File: src/inc/calq_pkg.sv
`default_nettype none
package calq_pkg;
  // Register indices; the byte address on the bus is index * 4
  localparam logic [15:0] CALQ_IDX_CONFIG = 16'h222C;
  localparam logic [15:0] CALQ_IDX_THRESH = 16'h222D;
  localparam logic [15:0] CALQ_IDX_QCTRL = 16'h227E;
  localparam logic [15:0] CALQ_IDX_QRES = 16'h227F;
  localparam logic [15:0] CALQ_IDX_ANT = 16'h2284;
  localparam logic [15:0] CALQ_IDX_PKT = 16'h2285;
  localparam logic [15:0] CALQ_IDX_IRQ_STAT = 16'h2300;
  localparam logic [15:0] CALQ_IDX_IRQ_MASK = 16'h2301;
  localparam int CALQ_ADDR_W = 18;
  // Field positions
  localparam int CALQ_FIX_BIT = 5;
  localparam int CALQ_AWS_LSB = 2;
  localparam int CALQ_QUALITY_ESTIMATE_ENABLE_BIT = 3;
  localparam int CALQ_QUALITY_VALID_FLAG_BIT = 7;
  // Reset values
  localparam logic [7:0] CALQ_CONFIG_RST = 8'h20;
  localparam logic [7:0] CALQ_THRESH_RST = 8'hB2;
  localparam logic [7:0] CALQ_QCTRL_RST = 8'h00;
  localparam logic [7:0] CALQ_STAT_RST = 8'h00;
  // Interrupt status bits
  localparam int CALQ_IRQ_LQI = 0;
  localparam int CALQ_IRQ_PKT = 1;
  localparam int CALQ_IRQ_BUSY = 2;
  // Timing
  localparam int CALQ_CLK_MHZ = 25;
  localparam int CALQ_WIN_US_0 = 1;
  localparam int CALQ_WIN_US_1 = 2;
  localparam int CALQ_WIN_US_2 = 4;
  localparam int CALQ_WIN_US_3 = 8;
  localparam int CALQ_WIN_US_X = 16;
  localparam int CALQ_LQI_SYMBOLS = 8;
  typedef enum logic [1:0] {
    CALQ_ED = 2'b00,
    CALQ_CD = 2'b01,
    CALQ_FD = 2'b10,
    CALQ_RSV = 2'b11
  } calq_method_e;
  typedef enum logic [1:0] {
    CALQ_Q_IDLE = 2'b00,
    CALQ_Q_ACC = 2'b01,
    CALQ_Q_DONE = 2'b10
  } calq_qstate_e;
endpackage
`default_nettype wire

File: src/core/calq_energy_avg.sv
`timescale 1ns/1ps
`default_nettype none
module calq_energy_avg
  import calq_pkg::*;
(
  input wire logic mclk,
  input wire logic rst_b,
  input wire logic [2:0] win_sel,
  input wire logic run,
  input wire logic energy_valid,
  input wire logic signed [7:0] energy_in,
  output logic signed [7:0] avg_out,
  output logic avg_stb
);
  // =====================================================
  // Window length in cycles
  function automatic logic [8:0] win_cycles(input logic [2:0] sel);
    case (sel)
      3'h0: win_cycles = 9'(CALQ_WIN_US_0 * CALQ_CLK_MHZ);
      3'h1: win_cycles = 9'(CALQ_WIN_US_1 * CALQ_CLK_MHZ);
      3'h2: win_cycles = 9'(CALQ_WIN_US_2 * CALQ_CLK_MHZ);
      3'h3: win_cycles = 9'(CALQ_WIN_US_3 * CALQ_CLK_MHZ);
      default: win_cycles = 9'(CALQ_WIN_US_X * CALQ_CLK_MHZ);
    endcase
  endfunction

  logic [8:0] cnt_q;
  logic [8:0] n_q;
  logic signed [17:0] sum_q;
  logic signed [17:0] acc;
  logic [8:0] n1;

  // =====================================================
  // Averaging over the selected window
  always_comb begin
    acc = sum_q + (energy_valid ? 18'(energy_in) : 18'h00000);
    n1 = n_q + (energy_valid ? 9'h001 : 9'h000);
  end

  always_ff @(posedge mclk) begin
    if (!rst_b || !run) begin
      cnt_q <= 9'h000;
      n_q <= 9'h000;
      sum_q <= 18'h00000;
      avg_out <= 8'h00;
      avg_stb <= 1'b0;
    end else if (cnt_q + 9'h001 >= win_cycles(win_sel)) begin
      cnt_q <= 9'h000;
      n_q <= 9'h000;
      sum_q <= 18'h00000;
      avg_stb <= (n1 != 9'h000);
      if (n1 != 9'h000) begin
        avg_out <= 8'(acc / $signed({9'h000, n1}));
      end
    end else begin
      cnt_q <= cnt_q + 9'h001;
      n_q <= n1;
      sum_q <= acc;
      avg_stb <= 1'b0;
    end
  end
endmodule // calq_energy_avg
`default_nettype wire

File: src/core/calq_top.sv
// Added by the designer: the AXI4-Lite interface to the registers.
`timescale 1ns/1ps
`default_nettype none
module calq_top
  import calq_pkg::*;
(
  input wire logic mclk,
  input wire logic rst_b,
  input wire logic [CALQ_ADDR_W-1:0] s_axi_awaddr,
  input wire logic s_axi_awvalid,
  output logic s_axi_awready,
  input wire logic [31:0] s_axi_wdata,
  input wire logic [3:0] s_axi_wstrb,
  input wire logic s_axi_wvalid,
  output logic s_axi_wready,
  output logic [1:0] s_axi_bresp,
  output logic s_axi_bvalid,
  input wire logic s_axi_bready,
  input wire logic [CALQ_ADDR_W-1:0] s_axi_araddr,
  input wire logic s_axi_arvalid,
  output logic s_axi_arready,
  output logic [31:0] s_axi_rdata,
  output logic [1:0] s_axi_rresp,
  output logic s_axi_rvalid,
  input wire logic s_axi_rready,
  input wire logic energy_valid,
  input wire logic signed [7:0] energy_level,
  input wire logic carrier_detect,
  input wire logic frame_detect,
  input wire logic packet_active,
  input wire logic frame_start,
  input wire logic frame_fec,
  input wire logic symbol_valid,
  input wire logic [7:0] symbol_corr,
  input wire logic packet_done,
  input wire logic signed [7:0] packet_energy_level,
  input wire logic tx_request,
  output logic tx_grant,
  output logic channel_busy,
  output logic irq
);
  // =====================================================
  // Address decode
  function automatic logic [15:0] word_idx(input logic [CALQ_ADDR_W-1:0] a);
    word_idx = a[CALQ_ADDR_W-1:2];
  endfunction

  logic [7:0] config_q;
  logic [7:0] thresh_q;
  logic [7:0] qctrl_q;
  logic [7:0] qres_q;
  logic [7:0] ant_q;
  logic [7:0] pkt_q;
  logic [7:0] irq_stat_q;
  logic [7:0] irq_mask_q;
  logic qvalid_q;
  logic busy_q;
  logic busy_prev_q;
  logic aw_hold_q;
  logic w_hold_q;
  logic [15:0] aw_idx_q;
  logic [31:0] wdata_q;
  logic [3:0] wstrb_q;
  logic wr_go;
  logic rd_go;
  logic rd_stat;
  logic [7:0] rd_val;
  logic rd_hit;
  logic signed [7:0] avg_val;
  logic avg_stb;
  logic lqi_set;
  calq_qstate_e qstate_q;
  logic [3:0] sym_cnt_q;
  logic [10:0] corr_sum_q;
  calq_method_e method;
  logic busy_raw;

  // =====================================================
  // AXI4-Lite write path
  assign s_axi_awready = !aw_hold_q && !s_axi_bvalid;
  assign s_axi_wready = !w_hold_q && !s_axi_bvalid;
  assign wr_go = aw_hold_q && w_hold_q && !s_axi_bvalid;
  assign s_axi_bresp = 2'b00;

  always_ff @(posedge mclk) begin
    if (!rst_b) begin
      aw_hold_q <= 1'b0;
      w_hold_q <= 1'b0;
      aw_idx_q <= 16'h0000;
      wdata_q <= 32'h00000000;
      wstrb_q <= 4'h0;
      s_axi_bvalid <= 1'b0;
    end else begin
      if (s_axi_awvalid && s_axi_awready) begin
        aw_hold_q <= 1'b1;
        aw_idx_q <= word_idx(s_axi_awaddr);
      end else if (wr_go) begin
        aw_hold_q <= 1'b0;
      end
      if (s_axi_wvalid && s_axi_wready) begin
        w_hold_q <= 1'b1;
        wdata_q <= s_axi_wdata;
        wstrb_q <= s_axi_wstrb;
      end else if (wr_go) begin
        w_hold_q <= 1'b0;
      end
      if (wr_go) begin
        s_axi_bvalid <= 1'b1;
      end else if (s_axi_bready) begin
        s_axi_bvalid <= 1'b0;
      end
    end
  end

  // Writable registers; reserved bits kept zero
  always_ff @(posedge mclk) begin
    if (!rst_b) begin
      config_q <= CALQ_CONFIG_RST;
      thresh_q <= CALQ_THRESH_RST;
      qctrl_q <= CALQ_QCTRL_RST;
      irq_mask_q <= 8'h00;
    end else if (wr_go && wstrb_q[0]) begin
      if (aw_idx_q == CALQ_IDX_CONFIG) begin
        config_q <= {2'b00, wdata_q[5:0]};
      end else if (aw_idx_q == CALQ_IDX_THRESH) begin
        thresh_q <= wdata_q[7:0];
      end else if (aw_idx_q == CALQ_IDX_QCTRL) begin
        qctrl_q <= {4'h0, wdata_q[CALQ_QUALITY_ESTIMATE_ENABLE_BIT], 3'h0};
      end else if (aw_idx_q == CALQ_IDX_IRQ_MASK) begin
        irq_mask_q <= {5'h00, wdata_q[2:0]};
      end
    end
  end

  // =====================================================
  // AXI4-Lite read path
  assign s_axi_arready = !s_axi_rvalid;
  assign rd_go = s_axi_arvalid && s_axi_arready;

  always_comb begin
    rd_val = 8'h00;
    rd_hit = 1'b1;
    if (word_idx(s_axi_araddr) == CALQ_IDX_CONFIG) begin
      rd_val = config_q;
    end else if (word_idx(s_axi_araddr) == CALQ_IDX_THRESH) begin
      rd_val = thresh_q;
    end else if (word_idx(s_axi_araddr) == CALQ_IDX_QCTRL) begin
      rd_val = {qvalid_q, qctrl_q[6:0]};
    end else if (word_idx(s_axi_araddr) == CALQ_IDX_QRES) begin
      rd_val = qres_q;
    end else if (word_idx(s_axi_araddr) == CALQ_IDX_ANT) begin
      rd_val = ant_q;
    end else if (word_idx(s_axi_araddr) == CALQ_IDX_PKT) begin
      rd_val = pkt_q;
    end else if (word_idx(s_axi_araddr) == CALQ_IDX_IRQ_STAT) begin
      rd_val = irq_stat_q;
    end else if (word_idx(s_axi_araddr) == CALQ_IDX_IRQ_MASK) begin
      rd_val = irq_mask_q;
    end else begin
      rd_hit = 1'b0;
    end
  end

  assign rd_stat = rd_go && (word_idx(s_axi_araddr) == CALQ_IDX_IRQ_STAT);

  always_ff @(posedge mclk) begin
    if (!rst_b) begin
      s_axi_rvalid <= 1'b0;
      s_axi_rdata <= 32'h00000000;
      s_axi_rresp <= 2'b00;
    end else if (rd_go) begin
      s_axi_rvalid <= 1'b1;
      s_axi_rdata <= {24'h000000, rd_val};
      s_axi_rresp <= rd_hit ? 2'b00 : 2'b10;
    end else if (s_axi_rready) begin
      s_axi_rvalid <= 1'b0;
    end
  end

  // =====================================================
  // Channel assessment
  assign method = calq_method_e'(config_q[1:0]);

  calq_energy_avg u_avg (
    .mclk(mclk),
    .rst_b(rst_b),
    .win_sel(config_q[CALQ_AWS_LSB +: 3]),
    .run(!packet_active),
    .energy_valid(energy_valid),
    .energy_in(energy_level),
    .avg_out(avg_val),
    .avg_stb(avg_stb)
  );

  always_ff @(posedge mclk) begin
    if (!rst_b) begin
      ant_q <= CALQ_STAT_RST;
    end else if (avg_stb) begin
      ant_q <= avg_val;
    end
  end

  always_comb begin
    case (method)
      CALQ_ED: busy_raw = $signed(ant_q) > $signed(thresh_q);
      CALQ_CD: busy_raw = carrier_detect;
      CALQ_FD: busy_raw = frame_detect;
      default: busy_raw = 1'b0;
    endcase
  end

  always_ff @(posedge mclk) begin
    if (!rst_b) begin
      busy_q <= 1'b0;
      busy_prev_q <= 1'b0;
    end else begin
      busy_q <= busy_raw && !config_q[CALQ_FIX_BIT];
      busy_prev_q <= busy_q;
    end
  end

  assign channel_busy = busy_q;
  assign tx_grant = tx_request && !busy_q;

  // =====================================================
  // Link quality estimate
  always_ff @(posedge mclk) begin
    if (!rst_b) begin
      qstate_q <= CALQ_Q_IDLE;
      sym_cnt_q <= 4'h0;
      corr_sum_q <= 11'h000;
      qres_q <= CALQ_STAT_RST;
      qvalid_q <= 1'b0;
    end else begin
      case (qstate_q)
        CALQ_Q_IDLE, CALQ_Q_DONE: begin
          if (frame_start) begin
            qvalid_q <= 1'b0;
            sym_cnt_q <= 4'h0;
            corr_sum_q <= 11'h000;
            if (qctrl_q[CALQ_QUALITY_ESTIMATE_ENABLE_BIT] && !frame_fec) begin
              qstate_q <= CALQ_Q_ACC;
            end else begin
              qstate_q <= CALQ_Q_IDLE;
            end
          end
        end
        CALQ_Q_ACC: begin
          if (frame_start) begin
            sym_cnt_q <= 4'h0;
            corr_sum_q <= 11'h000;
          end else if (symbol_valid) begin
            corr_sum_q <= corr_sum_q + 11'(symbol_corr);
            sym_cnt_q <= sym_cnt_q + 4'h1;
            if (sym_cnt_q == 4'(CALQ_LQI_SYMBOLS - 1)) begin
              qres_q <= 8'((corr_sum_q + 11'(symbol_corr)) >> 3);
              qvalid_q <= 1'b1;
              qstate_q <= CALQ_Q_DONE;
            end
          end
        end
        default: qstate_q <= CALQ_Q_IDLE;
      endcase
    end
  end

  assign lqi_set = (qstate_q == CALQ_Q_ACC) && !frame_start && symbol_valid
    && (sym_cnt_q == 4'(CALQ_LQI_SYMBOLS - 1));

  always_ff @(posedge mclk) begin
    if (!rst_b) begin
      pkt_q <= CALQ_STAT_RST;
    end else if (packet_done) begin
      pkt_q <= packet_energy_level;
    end
  end

  // =====================================================
  // Interrupts: set wins over read-clear
  always_ff @(posedge mclk) begin
    if (!rst_b) begin
      irq_stat_q <= 8'h00;
    end else begin
      irq_stat_q <= (rd_stat ? 8'h00 : irq_stat_q)
        | {5'h00, busy_q && !busy_prev_q, packet_done, lqi_set};
    end
  end

  assign irq = |(irq_stat_q & irq_mask_q);
endmodule // calq_top
`default_nettype wire

File: config.mk
export PLATFORM = sky130hd
export DESIGN_NAME = calq_top
export DESIGN_NICKNAME = d
export VERILOG_FILES = /design/src/inc/calq_pkg.sv /design/src/core/calq_energy_avg.sv /design/src/core/calq_top.sv
export SDC_FILE = /design/constraint.sdc
export NUM_CORES = 1
export LEC_CHECK = 0
export BUFFER_PORTS_ARGS = -buffer_cell sky130_fd_sc_hd__buf_2
export CORE_UTILIZATION = 40
export CTS_CLUSTER_SIZE = 20
export DETAILED_ROUTE_END_ITERATION = 7
export PLACE_DENSITY = 0.66
export SYNTH_ARGS = -nofsm -noshare
export SYNTH_HDL_FRONTEND = slang
export SYNTH_SLANG_ARGS = --single-unit
export TNS_END_PERCENT = 50
File: constraint.sdc
create_clock -name mclk -period 48.9 [get_ports mclk]
set_input_delay 9.78 -clock mclk [delete_from_list [all_inputs] [get_ports mclk]]
set_output_delay 9.78 -clock mclk [all_outputs]
set_load 0.02 [all_outputs]
==> impl_metrics.csv <==
group,metric,value,unit
layout,layout_commonest_cell,"buf_4",
clock_network,cts-root-buf,"clkbuf_16",
logic_synthesis,avgSynthCellArea,7.69,um2
clock_network,cts_inserted_buffers,17,
detailed_routing,drt-initial-drc-count,1130,
logic_synthesis,synth_edf_count,0,
detailed_routing,ant_nets,0,
worst_setup_path,cpLargestDelayFamily,"compound AO/OA/AOI/OAI gates",
layout,finalNetCount,2800,
global_route,globalRouteOverflowTotal,0,
sta,setup_slack,1.81,ns
sta,drv_slew,0,
die,rows,73,
worst_setup_path,crit_required,49.21,ns
run_status,status,"complete, no violations",
sta,setup_viol,0,
worst_setup_path,reg2reg_from,"u_avg.sum_q[0]",
die,start_util,40.8,%
worst_hold_path,worstHoldPathType,"reg2reg",
clock_network,clk_latency,0.44,ns
logic_synthesis,synthCells,2115,
logic_synthesis,synth_top_area_share,18.2,%
place,port_buffers,97,
clock_network,cts_tree,"built",
sta,hold_viol,0,
logic_synthesis,yosys_most_used_dff,"dfxtp_1",
logic_synthesis,ys_top_cells_by_area,"dfxtp_1 18%, ha_1 13%, nand2_1 5.1%, xnor2_1 3.9%, a21oi_1 3.8%",
logic_synthesis,synthesis.area,16300,um2
logic_synthesis,ys_ff_latch,148,
die,dieHeight,204,um
place,dpl_cell_area,19600,um2
place,gp_congestion,0.925,
place,place_ws,-0.548,ns
sta,layout_min_cycle_time,47.09,ns
logic_synthesis,yosysTopAreaCell,"dfxtp_1",
worst_setup_path,worstSetupEndpointType,"register",
worst_setup_path,critical_path_arrival,47.40,ns
detailed_routing,drtPass1Iterations,8,
worst_setup_path,path_class,"in2reg",
die,pin_count,156,
layout,antennaDiodeCount,0,
logic_synthesis,ys_seq_area_share,18.2,%
clock_network,cts-hold-fix-buffers,0,
worst_hold_path,holdCritStartpoint,"qres_q[3]",
sta,worstMarginPinSlew,1.03,ns
sta,max_freq,0.0212,GHz
layout,syn_to_final_growth,29.9,%
global_route,antenna_found_initial,0,
sta,maxSlewHeadroom,30.6,%
job,maxCapViolations,0,
worst_setup_path,crit_path_start,"energy_valid",
detailed_routing,finalWirelength,50100,um
detailed_routing,wire_per_inst,16.4,um
logic_synthesis,ys_async_sr_fraction,0,%
die,die_area,41500,um2
layout,layout-drive-gt1-share,28.3,%
place,hpwl,38400,um
worst_setup_path,cpMostUsedCell,"o21a_1",
global_route,grt_pass1_vias,16200,
global_route,track_usage,23.2,%
clock_network,clock-sinks,148,
detailed_routing,via_per_inst,5.63,
sta,hold_slack,0.471,ns
die,core_area,39900,um2
clock_network,cts.path.max_buffers,2,
clock_network,htreeDepth,4,
logic_synthesis,ys_warn_count,0,
detailed_routing,drc_errors,0,
sta,post-route-period-util,96.3,%
clock_network,clk_pin_slew,0.06,ns
sta,tns,0,ns
global_route,grt_max_degree,104,
global_route,grt_pass1_wl,79400,um
detailed_routing,vias,17200,
worst_setup_path,cp_max_fo,8,
layout,final_cell_mix,"367 x buf_4, 218 x nand2_1, 155 x ha_1",
worst_setup_path,cp_slowest_cell,"or4_4",
sta,clock_skew,0.0123,ns
logic_synthesis,synth.distinct_cells,115,
die,die_x,204,um
worst_setup_path,cp.buffers_inverters,14,
worst_setup_path,cpPeakStageDelay,0.57,ns
layout,stdcell_area,21100,um2
worst_setup_path,cp-start-kind,"input pin",
[cell families after synthesis]
| family | after synthesis | synth area share (%) |
|---|---|---|
| other | 1 | 0.0230 |
| AO/OA/AOI/OAI | 606 | 26.3 |
| buffers and inverters | 179 | 5.04 |
| flip-flops | 148 | 18.2 |
| XOR/XNOR | 101 | 5.44 |
| AND/OR/NAND/NOR | 823 | 26.2 |
| adder cells (fa/ha/maj) | 168 | 13.0 |
| multiplexers | 89 | 5.80 |
[final cells by class]
class	instances	area, um2
inverter	65	244
clock inverter	12	144
multi-input combinational	1814	13300
tap	525	657
fill	3709	18800
clock buffer	20	447
timing repair buffer	474	3370
sequential	148	2960
[sequential cells by signal (all words and copies together) (netlist names), 2 cells and up]
signal         cells
u_avg.sum_q       18
aw_idx_q          16
corr_sum_q        11
u_avg.cnt_q        9
u_avg.n_q          9
ant_q              8
pkt_q              8
qres_q             8
s_axi_rdata        8
thresh_q           8
u_avg.avg_out      8
wdata_q            8
config_q           6
sym_cnt_q          4
irq_mask_q         3
irq_stat_q         3
qstate_q           2
[final timing paths]
check | to | slack, ns | depth (start not counted)
worst max-delay path | u_avg.avg_out[4] | 1.81 | 208
worst min register to register | qres_q[3] | 0.47 | 2
worst max register to register | u_avg.avg_out[4] | 11.18 | 206
worst min-delay path | qres_q[3] | 0.47 | 2
[layer usage]
layer	vias up	GRT usage, %	wire length (um)
met5	-	0	0
met4	0	6.66	922
met3	66	2.29	2360
met2	437	38.1	23100
met1	8143	32.1	23700
li1	8582	-	-
[through the flow]
| step | util [%] | instances |
|---|---|---|
| 5_1_grt | 53.0 | 3058 |
| 6_report | 53.0 | 3058 |
| 3_5_place_dp | 49.0 | 2993 |
| 2_1_floorplan | - | 2141 |
| 4_1_cts | 50.6 | 3025 |
| 3_3_place_gp | 49.0 | 2993 |
[tightest hold or removal path: stages (launching register included)]
cell	delay [ns]
dfxtp_1	0.31
nand2_1	0.05
a21boi_0	0.06
[cell usage after synthesis, types with 27 or more instances]
library cell	instances
nand2_1	223
ha_1	166
nor2_1	149
dfxtp_1	148
a21oi_1	124
nor3_1	96
o21ai_0	74
nor2b_1	72
xnor2_1	72
inv_1	60
clkbuf_1	59
mux2i_1	59
o21a_1	59
nand3_1	53
a21o_1	48
a21boi_0	44
o31ai_1	37
and2_1	34
xor2_1	29
buf_4	27
[repair_timing]
action | 4_1_cts | 5_1_grt
endpoints found under the setup margin | 5 | 8
pin swaps | 1 | 75
gates resized for setup | 5 | 156
buffers inserted | 0 | 33
Power is not shown: default switching activity piles up to over one toggle a cycle in this logic, so the estimate is an artifact.
